===== src/pcr_pkg.sv =====
// Constants and types for the counter array register slice
`default_nettype none

package pcr_pkg;

    // ************************************************
    // Sizes and reset values
    // ************************************************
    localparam int PCR_MODULES = 6;
    localparam int PCR_WDOG_MODULE = 5;
    localparam int PCR_CMP_EN_BIT = 6;
    localparam logic [7:0] PCR_BYTE_RST = 8'h00;
    localparam logic [15:0] PCR_WORD_RST = 16'h0000;
    localparam logic [15:0] PCR_CNT_STEP = 16'h0001;

    // ************************************************
    // Register addresses
    // ************************************************
    localparam logic [7:0] PCR_CNT_LO_ADDR = 8'hf9;
    localparam logic [7:0] PCR_CNT_HI_ADDR = 8'hfa;
    localparam logic [7:0] PCR_CPL_ADDR [PCR_MODULES] =
        '{8'hfb, 8'he9, 8'heb, 8'hed, 8'hfd, 8'hd2};
    localparam logic [7:0] PCR_CPH_ADDR [PCR_MODULES] =
        '{8'hfc, 8'hea, 8'hec, 8'hee, 8'hfe, 8'hd3};
    localparam logic [7:0] PCR_MODE_ADDR [PCR_MODULES] =
        '{8'hda, 8'hdb, 8'hdc, 8'hdd, 8'hde, 8'hce};

    // ************************************************
    // Types
    // ************************************************
    typedef logic [15:0] pcr_word_t;

    typedef struct packed {
        logic [7:0] addr;
        logic wr;
        logic rd;
        logic [7:0] wdata;
    } pcr_sfr_req_t;

endpackage : pcr_pkg

`default_nettype wire


===== src/pcr_regs.sv =====
// Counter array register slice: counter bytes, snapshot, module values
`timescale 1ns/100ps
`default_nettype none

// Summary of operation
// - Counter low byte readable and writable
// - Low byte writes ignored while watchdog on
// - Counter high byte at own address
// - High byte reads return low-read snapshot
// - High byte writes ignored while watchdog on
// - Module low byte readable and writable
// - Low address also reaches reload low byte
// - Module low write clears comparator enable
// - Module high byte readable and writable
// - High address also reaches reload high byte
// - Module high write sets comparator enable
// - Reload select picks value or reload
// - Comparator enable bit turns comparator on
// - Module 5 mode locked while watchdog on
module pcr_regs
    import pcr_pkg::*;
(
    input wire logic sys_clk,
    input wire logic rstn,
    input wire pcr_sfr_req_t sfr_req,
    input wire logic count_tick,
    input wire logic auto_reload_select,
    input wire logic watchdog_enable_lock,
    output logic [7:0] sfr_rdata,
    output logic [15:0] array_counter_value,
    output logic [PCR_MODULES-1:0][15:0] module_compare_value,
    output logic [PCR_MODULES-1:0][15:0] module_reload_value,
    output logic [PCR_MODULES-1:0][7:0] module_mode,
    output logic [PCR_MODULES-1:0] comparator_function_enable
);

    // ************************************************
    // Storage and decode
    // ************************************************
    pcr_word_t cnt;
    logic [7:0] snap;
    pcr_word_t cap [PCR_MODULES];
    pcr_word_t reload [PCR_MODULES];
    logic [7:0] mode [PCR_MODULES];
    logic [PCR_MODULES-1:0] cpl_hit;
    logic [PCR_MODULES-1:0] cph_hit;
    logic [PCR_MODULES-1:0] mode_hit;
    logic lo_hit;
    logic hi_hit;
    logic cnt_lo_wr;
    logic cnt_hi_wr;
    logic [7:0] next_rdata;

    assign lo_hit = (sfr_req.addr == PCR_CNT_LO_ADDR);
    assign hi_hit = (sfr_req.addr == PCR_CNT_HI_ADDR);

    assign cnt_lo_wr = sfr_req.wr && lo_hit && !watchdog_enable_lock;

    assign cnt_hi_wr = sfr_req.wr && hi_hit && !watchdog_enable_lock;

    assign array_counter_value = cnt;

    // ************************************************
    // Free-running counter
    // ************************************************
    // Low byte write, then high byte write, then count
    always_ff @(posedge sys_clk or negedge rstn)
    begin
        if (!rstn)
        begin
            cnt <= PCR_WORD_RST;
        end
        else if (cnt_lo_wr)
        begin
            // A software write wins over a count in the same cycle
            cnt[7:0] <= sfr_req.wdata;
        end
        else if (cnt_hi_wr)
        begin
            cnt[15:8] <= sfr_req.wdata;
        end
        else if (count_tick)
        begin
            cnt <= cnt + PCR_CNT_STEP;
        end
    end

    // ************************************************
    // High byte snapshot
    // ************************************************
    // Snapshot on low read
    always_ff @(posedge sys_clk or negedge rstn)
    begin
        if (!rstn)
        begin
            snap <= PCR_BYTE_RST;
        end
        else if (sfr_req.rd && lo_hit)
        begin
            snap <= cnt[15:8];
        end
    end

    // ************************************************
    // Capture/compare modules
    // ************************************************
    genvar gi;
    generate
        for (gi = 0; gi < PCR_MODULES; gi++)
        begin : g_mod
            logic locked;

            assign cpl_hit[gi] = (sfr_req.addr == PCR_CPL_ADDR[gi]);
            assign cph_hit[gi] = (sfr_req.addr == PCR_CPH_ADDR[gi]);
            assign mode_hit[gi] = (sfr_req.addr == PCR_MODE_ADDR[gi]);
            assign locked = (gi == PCR_WDOG_MODULE) && watchdog_enable_lock;

            assign module_compare_value[gi] = cap[gi];
            assign module_reload_value[gi] = reload[gi];
            assign module_mode[gi] = mode[gi];
            assign comparator_function_enable[gi] = mode[gi][PCR_CMP_EN_BIT];

            always_ff @(posedge sys_clk or negedge rstn)
            begin
                if (!rstn)
                begin
                    cap[gi] <= PCR_WORD_RST;
                    reload[gi] <= PCR_WORD_RST;
                end
                else if (sfr_req.wr && cpl_hit[gi])
                begin
                    if (auto_reload_select)
                    begin
                        reload[gi][7:0] <= sfr_req.wdata;
                    end
                    else
                    begin
                        cap[gi][7:0] <= sfr_req.wdata;
                    end
                end
                else if (sfr_req.wr && cph_hit[gi])
                begin
                    if (auto_reload_select)
                    begin
                        reload[gi][15:8] <= sfr_req.wdata;
                    end
                    else
                    begin
                        cap[gi][15:8] <= sfr_req.wdata;
                    end
                end
            end

            always_ff @(posedge sys_clk or negedge rstn)
            begin
                if (!rstn)
                begin
                    mode[gi] <= PCR_BYTE_RST;
                end
                else if (locked)
                begin
                    mode[gi] <= mode[gi];
                end
                else if (sfr_req.wr && mode_hit[gi])
                begin
                    mode[gi] <= sfr_req.wdata;
                end
                else if (sfr_req.wr && cpl_hit[gi])
                begin
                    mode[gi][PCR_CMP_EN_BIT] <= 1'b0;
                end
                else if (sfr_req.wr && cph_hit[gi])
                begin
                    mode[gi][PCR_CMP_EN_BIT] <= 1'b1;
                end
            end

        end
    endgenerate

    // ************************************************
    // Read path
    // ************************************************
    // Unmapped addresses read as zero so other blocks can OR in
    always_comb
    begin
        next_rdata = PCR_BYTE_RST;
        if (lo_hit)
        begin
            next_rdata = cnt[7:0];
        end
        else if (hi_hit)
        begin
            next_rdata = snap;
        end
        for (int i = 0; i < PCR_MODULES; i++)
        begin
            if (cpl_hit[i])
            begin
                next_rdata = auto_reload_select ? reload[i][7:0] : cap[i][7:0];
            end
            else if (cph_hit[i])
            begin
                next_rdata = auto_reload_select ? reload[i][15:8] : cap[i][15:8];
            end
            else if (mode_hit[i])
            begin
                next_rdata = mode[i];
            end
        end
    end

    always_ff @(posedge sys_clk or negedge rstn)
    begin
        if (!rstn)
        begin
            sfr_rdata <= PCR_BYTE_RST;
        end
        else if (sfr_req.rd)
        begin
            sfr_rdata <= next_rdata;
        end
    end
endmodule : pcr_regs

`default_nettype wire


===== config.mk =====
export PLATFORM = sky130hd
export DESIGN_NAME = pcr_regs
export DESIGN_NICKNAME = d
export VERILOG_FILES = /design/src/pcr_pkg.sv /design/src/pcr_regs.sv
export SDC_FILE = /design/constraint.sdc
export NUM_CORES = 1
export LEC_CHECK = 0
export BUFFER_PORTS_ARGS = -buffer_cell sky130_fd_sc_hd__clkbuf_2
export CAP_MARGIN = 40
export CORE_ASPECT_RATIO = 1.2
export CORE_MARGIN = 4
export CORE_UTILIZATION = 60
export CTS_CLUSTER_DIAMETER = 150
export DETAILED_ROUTE_END_ITERATION = 8
export PLACE_DENSITY = 0.87
export SLEW_MARGIN = 10
export SYNTH_ARGS = -nofsm -noshare
export SYNTH_HDL_FRONTEND = slang
export SYNTH_SLANG_ARGS = --single-unit

===== constraint.sdc =====
create_clock -name sys_clk -period 4.2 [get_ports sys_clk]
set_input_delay 0.21 -clock sys_clk [delete_from_list [all_inputs] [get_ports sys_clk]]
set_output_delay 0.21 -clock sys_clk [all_outputs]
set_load 0.05 [all_outputs]

---- Word level (Yosys, flattened, before mapping) ----
Index checks and enable logic that the tools add are counted.
W data, S select, Z words.
word-level totals
  bits of input ports ..................... 23
  output and inout port bits .............. 270
  register bits after elaboration ......... 272
  logic and storage cells ................. 185
cells by class
  reduce and logical (&&, ||, !) cells .... 60
  bitwise gates (word level) .............. 9
  equality and inequality tests ........... 21
  mux-type cells .......................... 54
  add/subtract/negate cells ............... 1
operator list
  cell                     count
  $mux W8                  35
  $eq A8 B8 Y1 const B     20
  $reduce_and A3 Y1        12
  $reduce_and A2 Y1        16
  $logic_and A1 B1 Y1      23
  $mux W1                  18
  $reduce_bool A3 Y1       6
  $add A16 B1 Y16 const B  1
  $mux W16                 1
  $not A1 Y1               9
  $reduce_bool A2 Y1       2
  $ne A2 B2 Y1 const B     1
  $logic_not A1 Y1         1

---- Depth between registers and ports, before layout ----
Gate-level depths: netlist of the first run.
  word-level depth ........................ 21
  mapped depth ............................ 9
  gate-level depth less buffers ........... 7

---- Worst setup path after synthesis of the first run ----
OpenSTA, ideal clock, no wires.
  kind .................................... reg-to-reg
  start ................................... register cnt[6] (netlist: array_counter_value[6])
  end ..................................... register cnt[15] (netlist: array_counter_value[15])
  stages on the path, launching flop included .. 7
  arrival ................................. 2.001 ns
  library setup time ...................... 0.078 ns
  period minus slack after synthesis ...... 2.079 ns
  path slack .............................. 2.121 ns
  data required time ...................... 4.122 ns
  path buffers ............................ 0
  cell sequence ........................... dfrtp_1 nand3_1 or3_1 or3_1 a21oi_1 nor2_1 a21oi_1
on the way
  longest elaborated chain between the ends .. 3
RTL lines
  what                      line            text
  start: declaration        pcr_regs.sv:40  pcr_word_t cnt;
  start signal: assignment  pcr_regs.sv:76  cnt[7:0] <= sfr_req.wdata;
  start signal: assignment  pcr_regs.sv:84  cnt <= cnt + PCR_CNT_STEP;
  $add A16 B1 Y16           pcr_regs.sv:84
  $mux W16                  pcr_regs.sv:82  else if (count_tick)
  $mux W8                   pcr_regs.sv:78  else if (cnt_hi_wr)
Every way passes these cells. The select of a mux whose other input is x is not followed.
A chain may end at the register's enable or synchronous reset.

---- Final worst setup path of the first run ----
  start ................................... input sfr_req[10] in the netlist's numbering
  end ..................................... register cnt[9] (netlist: array_counter_value[9])
on the way
  longest elaborated chain between the ends .. 5
  elaborated cells between the ends (all ways) .. 10
  classes of those cells .................. eq/ne (2); mux (1); bitwise (1); reduce/logical (6)
RTL lines
  what                                                               line                            text
  start: declaration                                                 pcr_regs.sv:25                  input wire pcr_sfr_req_t sfr_req,
  $eq A8 B8 Y1 (on tied branches)                                    pcr_regs.sv:55, pcr_regs.sv:54
  $logic_and A1 B1 Y1 (on tied branches) (2 in series)               pcr_regs.sv:59, pcr_regs.sv:57
  $reduce_bool A2 Y1 (no line) / $not A1 Y1 (equally long branches)  n/a
  $reduce_and A2 Y1 (no line)                                        n/a
  end signal: assignment                                             pcr_regs.sv:80                  cnt[15:8] <= sfr_req.wdata;
  end signal: assignment                                             pcr_regs.sv:84
Parallel ways exist; a longest one is shown, timed or not.

==> results of run 1 <==
-- state kept, by name, summed over array words and instances, names as in the netlist --
register / cells
snap: 8
module_compare_value: 96
array_counter_value: 16
module_reload_value: 96
module_mode: 42
comparator_function_enable: 6
sfr_rdata: 8
-- cells in the mapped netlist (4+ instances only) --
master,n
buf_4,26
and4b_1,5
nand2_1,59
o211ai_1,10
a32oi_1,7
a2bb2oi_1,4
nor2b_1,25
dfrtp_1,272
nor4_1,4
clkbuf_1,31
a22oi_1,5
mux2_1,6
and3_1,5
nand3_1,18
nand4_1,8
xor2_1,4
nor2_1,30
nor2_2,15
inv_1,9
o22ai_1,8
buf_2,29
mux2i_1,75
nor3_2,4
o31ai_1,6
o2bb2ai_1,6
a31oi_1,6
a221oi_1,8
a22o_1,12
o21ai_0,72
a211oi_1,22
nor3_1,7
buf_6,4
a21oi_1,50
a2111oi_0,7
mux2_2,243
nand2b_1,5
-- power by group --
group	switching (mW)	internal, mW
logic	0.825	0.266
registers	0.169	2.74
clock network	1.05	1.43
total	2.05	4.44
-- per-stage QoR --
step | hold slack, ns | area (µm²) | setup slack, ns | total power, mW | cells
after detailed placement | 0.357 | 15400 | 1.30 | 4.04 | 1690
after CTS | 0.0958 | 16300 | 1.86 | 6.49 | 1743
after floorplan | -0.0856 | 13900 | 2.12 | 3.69 | 1168
after global routing | 0.133 | 16300 | 1.53 | 6.69 | 1743
after global placement | 0.345 | 15400 | 1.33 | 4.01 | 1689
final | 0.108 | 16300 | 1.72 | 6.49 | 1743
-- per-layer routing --
layer  vias to the layer above  global-route usage [%]
li1                       4807                       -
met1                      5725                    47.6
met2                       757                    56.9
met3                       143                    6.41
met4                         0                    13.0
met5                         -                       0
-- worst paths after layout --
kind                                     startpoint                            end  slack [ns]
max in group asynchronous                      rstn        module_reload_value[47]        2.71
setup / recovery                        sfr_req[10]         array_counter_value[9]        1.72
min in group asynchronous                      rstn       module_compare_value[43]        0.33
hold reg to reg                             snap[1]                        snap[1]        0.50
setup reg to reg           module_compare_value[18]                   sfr_rdata[2]        2.19
hold / removal                 watchdog_enable_lock  comparator_function_enable[5]        0.11
-- cell families after synthesis --
kind of cell    Yosys count  share of synthesized area [%]
flops                   272                           48.9
xor+xnor                  7                          0.441
mux                     324                           25.6
compound gates          238                           11.2
fa+ha+maj                 1                         0.0900
simple gates            223                           9.75
buf+inv                 103                           3.99
-- worst max-delay path: stages --
cell       delay, ns
clkbuf_2        0.40
nand4bb_1       0.65
nor3_2          0.92
a21oi_1         0.39
a21oi_1         0.23
a21oi_1         0.05
-- cell type report --
type / instances / area [µm²]
flip-flops and latches: 272 / 6810
multi-input cells: 793 / 6550
fillers: 1561 / 6270
repair buffers: 307 / 1620
clock buffers: 40 / 827
well taps: 310 / 388
clock inverters: 12 / 96.3
inverters: 9 / 33.8
-- what timing repair did --
action,CTS,global route
gates resized for setup,0,0
hold endpoints to repair,121,0
hold buffers,1,0
-- layout by cell type (no fill, tap or decap), types with 7 or more instances in the layout --
cell | netlist | layout
mux2_2 | 243 | 243
inv_1 | 9 | 9
o211ai_1 | 10 | 10
nand2_1 | 59 | 59
nand3_1 | 18 | 18
clkinv_2 | 0 | 8
nor2_1 | 30 | 30
a211oi_1 | 22 | 22
a2111oi_0 | 7 | 7
buf_4 | 26 | 13
nor2_2 | 15 | 15
o21ai_0 | 72 | 72
clkbuf_16 | 0 | 29
o22ai_1 | 8 | 8
nand4_1 | 8 | 8
clkbuf_2 | 3 | 290
a32oi_1 | 7 | 7
mux2i_1 | 75 | 75
dfrtp_1 | 272 | 272
a22o_1 | 12 | 12
nor2b_1 | 25 | 25
a221oi_1 | 8 | 8
nor3_1 | 7 | 7
a21oi_1 | 50 | 50
==> results.py, run 1 <==
metrics = {
    "sta": {
        "relSlewSlack_pct": 35.6,
        "rsz0062_at_grt": "false",
        "fin_tns_setup_ns": 0,
        "min_period_over_period_pct": 59.1,
        "hold_viol_final": 0,
        "fmax_mhz": 403,
        "skew_ns": 0.00990,
        "min_period_ns": 2.48,
        "worst_pin_slew_ns": 0.966,
        "setup_viol": 0,
        "finalMaxSlewViolations": 0,
    },
    "clock_tree": {
        "clockBufferDepth": 3,
        "cts_buffers": 28,
        "cts_max_level": 1,
        "clk_latency_ns": 0.54,
        "cts_tree": "yes",
        "post_cts_buffers": 0,
        "cts_sinks": 272,
        "cts_root_buf": "clkbuf_16",
        "clk_pin_slew_worst_paths_ns": 0.06,
    },
    "floorplan": {
        "dieArea_um2": 25700,
        "rows": 60,
        "num_io_pins": 293,
        "start_util_pct": 61.5,
        "die_w_um": 147,
        "die_h_um": 175,
        "core_um2": 22600,
    },
    "drt": {
        "drt-pass1-iter-count": 6,
        "top_layer": "met4",
        "vias_per_cell": 6.56,
        "wl_per_cell_um": 26.4,
        "drt-initial-drc-count": 1048,
        "dr_wl_met3_mm": 4.11,
        "drt_wl_total_mm": 46.0,
        "dr_wl_met2_mm": 21.9,
        "wl_met1_mm": 18.0,
        "drc": 0,
        "vias": 11400,
        "postRouteAntennaNets": 0,
    },
    "yosys": {
        "synth_cell_types": 72,
        "synth-seq-cells": 272,
        "yosys_most_used_dff": "dfrtp_1",
        "avgSynthCellArea_um2": 11.9,
        "ys_top_cells_by_area": "dfrtp_1, mux2_2, mux2i_1, o21ai_0, a21oi_1",
        "synth_area_um2": 13900,
        "synthArstFlopShare_pct": 100,
        "syn_inst": 1168,
        "synth_edf_count": 0,
        "ys.warnings.count": 0,
        "synth.top_cell.area_share_pct": 48.9,
        "yosysTopAreaCell": "dfrtp_1",
        "synth_seq_area_share_pct": 48.9,
        "syn-num-nets": 1192,
    },
    "worst_setup_path": {
        "critPathCaptureType": "flop",
        "required_ns": 4.58,
        "crit_path_max_fanout": 27,
        "worstPathArrival_ns": 2.86,
        "startpoint_type": "input pin",
        "worstSetupPathType": "input pin to flop",
        "reg2reg_depth": 6,
    },
    "pwr": {
        "powerDensity_nw_per_um2": 398,
        "p_leak_nw": 8.25,
        "ir_worst_vdd_mv": 0.393,
    },
    "final_layout": {
        "nets": 1435,
        "antenna_cells": 0,
        "utilization_pct": 72.2,
        "area_growth_pct": 17.4,
        "drive_above_1_share_pct": 44.5,
    },
    "global_routing": {
        "antenna_found_initial": 0,
        "grt_pass1_vias": 11500,
        "grt_use_total_pct": 35.1,
        "grt_overflow": 0,
        "grt_max_degree": 124,
        "grt_pass1_wl_mm": 70.5,
    },
    "placement": {
        "dp_hpwl_mm": 31.9,
        "place.gp.congestion": 0.953,
        "io_buffers": 292,
    },
    "run_status": {
        "status": "complete, no violations",
    },
    "min_path": {
        "worstHoldPathCells": 4,
        "min_path_type": "input pin to flop",
    },
    "run": {
        "drv_cap": 0,
    },
}
Power figures use the tool's default switching activity.
==> run 2, diff against run 1 <==
--- a/config.mk
+++ b/config.mk
@@ -5,14 +5,15 @@
 export SDC_FILE = /design/constraint.sdc
 export NUM_CORES = 1
 export LEC_CHECK = 0
+export ABC_AREA = 1
 export BUFFER_PORTS_ARGS = -buffer_cell sky130_fd_sc_hd__clkbuf_2
 export CAP_MARGIN = 40
 export CORE_ASPECT_RATIO = 1.2
 export CORE_MARGIN = 4
-export CORE_UTILIZATION = 60
+export CORE_UTILIZATION = 55
 export CTS_CLUSTER_DIAMETER = 150
 export DETAILED_ROUTE_END_ITERATION = 8
-export PLACE_DENSITY = 0.87
+export PLACE_DENSITY = 0.81
 export SLEW_MARGIN = 10
 export SYNTH_ARGS = -nofsm -noshare
 export SYNTH_HDL_FRONTEND = slang
==> constraint.sdc (replaced) <==
create_clock -name sys_clk -period 2.6 [get_ports sys_clk]
set_input_delay 0.13 -clock sys_clk [delete_from_list [all_inputs] [get_ports sys_clk]]
set_output_delay 0.13 -clock sys_clk [all_outputs]
set_load 0.05 [all_outputs]
==> results.py, run 2 <==
metrics = {
    "yosys": {
        "ys.warnings.count": 0,
        "synth-seq-cells": 272,
        "yosysMostFrequentCell": "nand2_1",
        "avgSynthCellArea_um2": 7.93,
        "yosys_most_used_dff": "dfrtp_1",
        "synth_common_cells": "nand2_1, dfrtp_1, o21ai_0, o21ai_1, nor2_1",
        "syn_inst": 1641,
        "synth_seq_area_share_pct": 52.3,
        "synthArstFlopShare_pct": 100,
        "ys_top_cells_by_area": "dfrtp_1, nand2_1, o21ai_0, o21ai_1, nor2_1",
        "synth.top_cell.area_share_pct": 52.3,
        "syn-num-nets": 1665,
        "synth_area_um2": 13000,
        "yosysTopAreaCell": "dfrtp_1",
        "synth_cell_types": 40,
        "synth_edf_count": 0,
    },
    "sta": {
        "worst_pin_slew_ns": 0.855,
        "hold_viol_final": 0,
        "min_period_ns": 2.27,
        "fin_tns_setup_ns": 0,
        "fmax_mhz": 440,
        "finalMaxSlewViolations": 0,
        "setup_viol": 0,
        "rsz0062_at_grt": "false",
        "skew_ns": 0.0145,
        "min_period_over_period_pct": 87.4,
        "relSlewSlack_pct": 43.0,
        "holdWs_ns": 0.0208,
        "worst_slack_ns": 0.328,
    },
    "final_layout": {
        "final_common_cell": "nand2_1",
        "area_growth_pct": 20.9,
        "final_cell_mix": "nand2_1, clkbuf_2, dfrtp_1",
        "multi_input_area_um2": 5450,
        "nFillCells": 1961,
        "instances_no_fill": 2241,
        "nets": 1929,
        "ff_latch_area_um2": 6810,
        "drive_above_1_share_pct": 23.0,
    },
    "drt": {
        "vias": 12700,
        "drt-pass1-iter-count": 6,
        "postRouteAntennaNets": 0,
        "drt-initial-drc-count": 1110,
        "wl_per_cell_um": 19.5,
        "vias_per_cell": 5.66,
        "drt_wl_total_mm": 43.8,
        "drc": 0,
    },
    "worst_setup_path": {
        "cpPeakStageDelay_ns": 0.42,
        "reg2reg_depth": 10,
        "cpMaxStageDelayCell": "dfrtp_1",
        "cp_cell_sequence": "ha_1 -> nand3_1 -> nor3_1 -> nand3_1 -> nor2_1 -> inv_1 -> nor3_1 -> xor2_1 -> o21ai_0 -> o21ai_0",
        "crit_path_max_fanout": 6,
        "critPathCaptureType": "flop",
        "required_ns": 2.99,
        "worstSetupPathType": "flop to flop",
        "startpoint_type": "flop",
        "worstPathArrival_ns": 2.66,
    },
    "pwr": {
        "p_leak_nw": 8.11,
        "ir_worst_vdd_mv": 0.621,
        "finalPower_mw": 10.2,
        "powerDensity_nw_per_um2": 647,
    },
    "clock_tree": {
        "cts_root_buf": "clkbuf_16",
        "cts_hold_buf": 4,
        "cts_buffers": 27,
        "post_cts_buffers": 0,
        "cts_max_level": 1,
        "cts_tree": "yes",
        "clockBufferDepth": 3,
        "clk_pin_slew_worst_paths_ns": 0.06,
        "cts_sinks": 272,
        "clk_latency_ns": 0.54,
        "cts_resized": 0,
    },
    "floorplan": {
        "rows": 61,
        "dieArea_um2": 26200,
        "die_h_um": 176,
        "die_w_um": 148,
        "num_io_pins": 293,
        "core_um2": 23200,
        "start_util_pct": 56.1,
    },
    "global_routing": {
        "grt_pass1_wl_mm": 68.1,
        "grt_pass1_vias": 12200,
        "antenna_found_initial": 2,
        "grt_use_total_pct": 33.3,
        "grt_overflow": 0,
        "grt_max_degree": 109,
    },
    "min_path": {
        "worstHoldPathCells": 5,
        "min_path_type": "input pin to flop",
    },
    "placement": {
        "dp_hpwl_mm": 31.5,
        "pre_cts_ws_ns": 0.250,
        "placed_cells": 2187,
        "io_buffers": 292,
        "place.gp.congestion": 0.983,
    },
    "run": {
        "drv_cap": 0,
    },
    "run_status": {
        "status": "complete, no violations",
    },
}
## run 2: cell types whose count changed in the layout (fill, tap and decap cells not counted), sizes merged, moves of 16 or more
cell,change
a211oi,-22
a21oi,-33
buf,+16
inv,+76
mux2,-249
mux2i,-75
nand2,+585
nand3,+30
nand4,+17
nor2,+51
nor2b,-25
o21ai,+216
## run 2: worst paths after layout
check	from	end	slack [ns]
max	array_counter_value[0]	array_counter_value[14]	0.33
min	watchdog_enable_lock	comparator_function_enable[5]	0.02
max reg2reg	array_counter_value[0]	array_counter_value[14]	0.33
min reg2reg	snap[1]	snap[1]	0.49
max in group asynchronous	rstn	module_compare_value[56]	1.54
min in group asynchronous	rstn	module_reload_value[84]	0.24
## run 2: per-stage QoR
step | util [%] | area (µm²)
after global routing | 67.8 | 15700
after CTS | 67.8 | 15700
after detailed placement | 63.8 | 14800
final | 67.8 | 15700
after global placement | 63.6 | 14800
after floorplan | - | 13000
## run 2: area by class of cell
type,instances,area share [%]
antenna,1,0.0159
clock buffer,36,5.02
clock inverter,13,0.676
inverter,86,2.12
multi-input combinational,1192,34.7
sequential,272,43.3
tap,315,2.51
timing repair buffer,326,11.7
## run 2: where the power goes
| group | internal, mW | total [mW] | switching, mW |
|---|---|---|---|
| Clock | 2.23 | 3.92 | 1.69 |
| Sequential | 4.42 | 4.64 | 0.226 |
| Combinational | 0.350 | 1.62 | 1.27 |
| Total | 7.00 | 10.2 | 3.19 |
## run 2: metal layers
| metal | global-route usage, % | vias to the layer above | part of all wire [%] |
|---|---|---|---|
| met4 | 13.4 | 2 | 4.3 |
| met3 | 6.29 | 126 | 9.7 |
| met1 | 43.8 | 5978 | 38 |
| met5 | 0 | - | 0.025 |
| li1 | - | 5842 | - |
| met2 | 54.8 | 732 | 48 |
## run 2: critical path: cells and delay by family (launching register included)
family / cells / cell delay (ns)
AO/OA/AOI/OAI: 2 / 0.43
adder cells (fa/ha/maj): 1 / 0.21
flip-flops: 1 / 0.42
XOR/XNOR: 1 / 0.09
buffers and inverters: 1 / 0.08
AND/OR/NAND/NOR: 5 / 0.90
## run 2: cell families (layout without fill, tap and decap cells)
group / after synthesis / in the layout / share of synthesized area, %
compound gates: 330 / 330 / 13.2
other cells: 0 / 1 / 0
xor+xnor: 13 / 13 / 0.875
simple gates: 848 / 848 / 27.7
flops: 272 / 272 / 52.3
fa+ha+maj: 1 / 1 / 0.0962
buf+inv: 177 / 461 / 5.76
==> run 3, diff against run 2 <==
==> constraint.sdc (replaced) <==
create_clock -name sys_clk -period 2.5 [get_ports sys_clk]
set_input_delay 0.125 -clock sys_clk [delete_from_list [all_inputs] [get_ports sys_clk]]
set_output_delay 0.125 -clock sys_clk [all_outputs]
set_load 0.05 [all_outputs]
==> results.py, run 3 (synthesis results as in run 2) <==
metrics = {
    "sta": {
        "worst_pin_slew_ns": 0.822,
        "fmax_mhz": 453,
        "min_period_over_period_pct": 88.4,
        "finalMaxSlewViolations": 0,
        "skew_ns": 0.0181,
        "hold_viol_final": 0,
        "fin_tns_setup_ns": 0,
        "relSlewSlack_pct": 45.2,
        "setup_viol": 0,
        "holdWs_ns": 0.102,
        "min_period_ns": 2.21,
        "rsz0062_at_grt": "false",
    },
    "worst_setup_path": {
        "startpoint_type": "input pin",
        "required_ns": 2.92,
        "regToRegStartpoint": "array_counter_value[0]",
        "crit_path_max_fanout": 15,
        "worstPathArrival_ns": 2.63,
        "critPathCaptureType": "flop",
        "worstSetupPathType": "input pin to flop",
        "r2r_end": "array_counter_value[14]",
        "reg2reg_depth": 10,
        "setup.worst_path.end": "comparator_function_enable[5]",
        "ff2ff_setup_slack_ns": 0.38,
        "crit_start": "sfr_req[10]",
    },
    "floorplan": {
        "start_util_pct": 56.1,
        "die_w_um": 148,
        "die_h_um": 176,
        "rows": 61,
        "dieArea_um2": 26200,
        "num_io_pins": 293,
        "core_um2": 23200,
    },
    "drt": {
        "drt_wl_total_mm": 44.0,
        "vias": 12800,
        "postRouteAntennaNets": 0,
        "drt-initial-drc-count": 1382,
        "drt-pass1-iter-count": 6,
        "vias_per_cell": 5.71,
        "wl_per_cell_um": 19.6,
        "drc": 0,
    },
    "clock_tree": {
        "cts_sinks": 272,
        "post_cts_buffers": 0,
        "cts_buffers": 27,
        "clk_pin_slew_worst_paths_ns": 0.06,
        "clk_latency_ns": 0.55,
        "cts_max_level": 1,
        "cts_tree": "yes",
        "cts_root_buf": "clkbuf_16",
        "clockBufferDepth": 3,
    },
    "final_layout": {
        "final_common_cell": "nand2_1",
        "nFillCells": 1887,
        "ff_latch_area_um2": 6810,
        "nets": 1932,
        "antenna_cells": 0,
        "drive_above_1_share_pct": 23.1,
        "final_cell_mix": "nand2_1, clkbuf_2, dfrtp_1",
        "utilization_pct": 68.4,
        "multi_input_area_um2": 5450,
        "area_growth_pct": 22.1,
    },
    "placement": {
        "place.gp.congestion": 0.965,
        "io_buffers": 292,
        "dp_hpwl_mm": 31.2,
    },
    "run_status": {
        "status": "complete, no violations",
    },
    "global_routing": {
        "grt_pass1_wl_mm": 68.2,
        "grt_use_total_pct": 33.0,
        "grt_max_degree": 109,
        "grt_overflow": 0,
        "antenna_found_initial": 2,
        "grt_pass1_vias": 12300,
    },
    "pwr": {
        "ir_worst_vdd_mv": 0.574,
        "p_leak_nw": 8.18,
        "powerDensity_nw_per_um2": 708,
    },
    "run": {
        "drv_cap": 0,
    },
    "min_path": {
        "min_path_type": "input pin to flop",
    },
}
-- run 3: changes by cell type in the layout (fill, tap and decap cells not counted), sizes merged --
cell / before / now
bufinv: 1 / 8
buf: 32 / 33
dlygate4sd3: 4 / 6
clkbuf: 326 / 324
inv: 86 / 87
clkinv: 10 / 5
diode: 1 / 0
-- run 3: final cells by class --
cell class | count | share of cell area (%)
multi-input combinational | 1192 | 34.3
tap | 315 | 2.48
timing repair buffer | 329 | 11.6
clock buffer | 34 | 4.74
inverter | 86 | 2.10
clock inverter | 16 | 1.86
sequential | 272 | 42.9
-- run 3: metal layers --
metal,GRT usage (%),share of wire (%),vias up
li1,-,-,5844
met1,43.5,38,6108
met2,55.3,49,721
met3,6.19,9.5,143
met4,11.6,3.9,4
met5,0,0.075,-
-- run 3: worst max-delay path, cell delays in order --
cell and delay (ns):
clkbuf_2 0.14, inv_1 0.10, nand2_1 0.14, nor2_1 0.15, inv_2 0.12, nor4_4 0.15, buf_4 0.21, nand2_2 0.18
o22ai_1 0.16, dlygate4sd3_1 0.57, a21oi_1 0.04, dlygate4sd3_1 0.55
-- run 3: through the flow --
step | worst slack (ns) | instances | area, µm² | power [mW]
finish | 0.291 | 2244 | 15900 | 11.2
global route | 0.0603 | 2244 | 15900 | 11.6
CTS | 0.187 | 2244 | 15900 | 11.3
detailed placement | 0.177 | 2188 | 14800 | 6.56
global placement | 0.176 | 2188 | 14800 | 6.54
floorplan | 0.239 | 1641 | 13000 | 5.98
-- run 3: worst min path at each step --
stage	startpoint	end	slack, ns	cells after the start
2_1_floorplan	rstn	array_counter_value[0]	-0.17	0
3_3_place_gp	rstn	module_reload_value[80]	0.15	1
3_5_place_dp	rstn	module_reload_value[83]	0.16	1
4_1_cts	sfr_req[4]	module_compare_value[12]	0.08	3
5_1_grt	sfr_req[4]	module_compare_value[84]	0.12	3
6_report	count_tick	array_counter_value[4]	0.10	4
-- run 3: report_power, final --
part           internal (mW)  leakage [nW]  switching (mW)
logic                  0.358          3.92            1.32
clock network           2.96         0.511            1.78
registers               4.59          3.75           0.237
-- run 3: repair_timing --
item	in CTS	in global routing
hold buffers	6	0
gates resized for setup	0	1
setup endpoints to repair	0	1
endpoints found under the hold margin	80	0
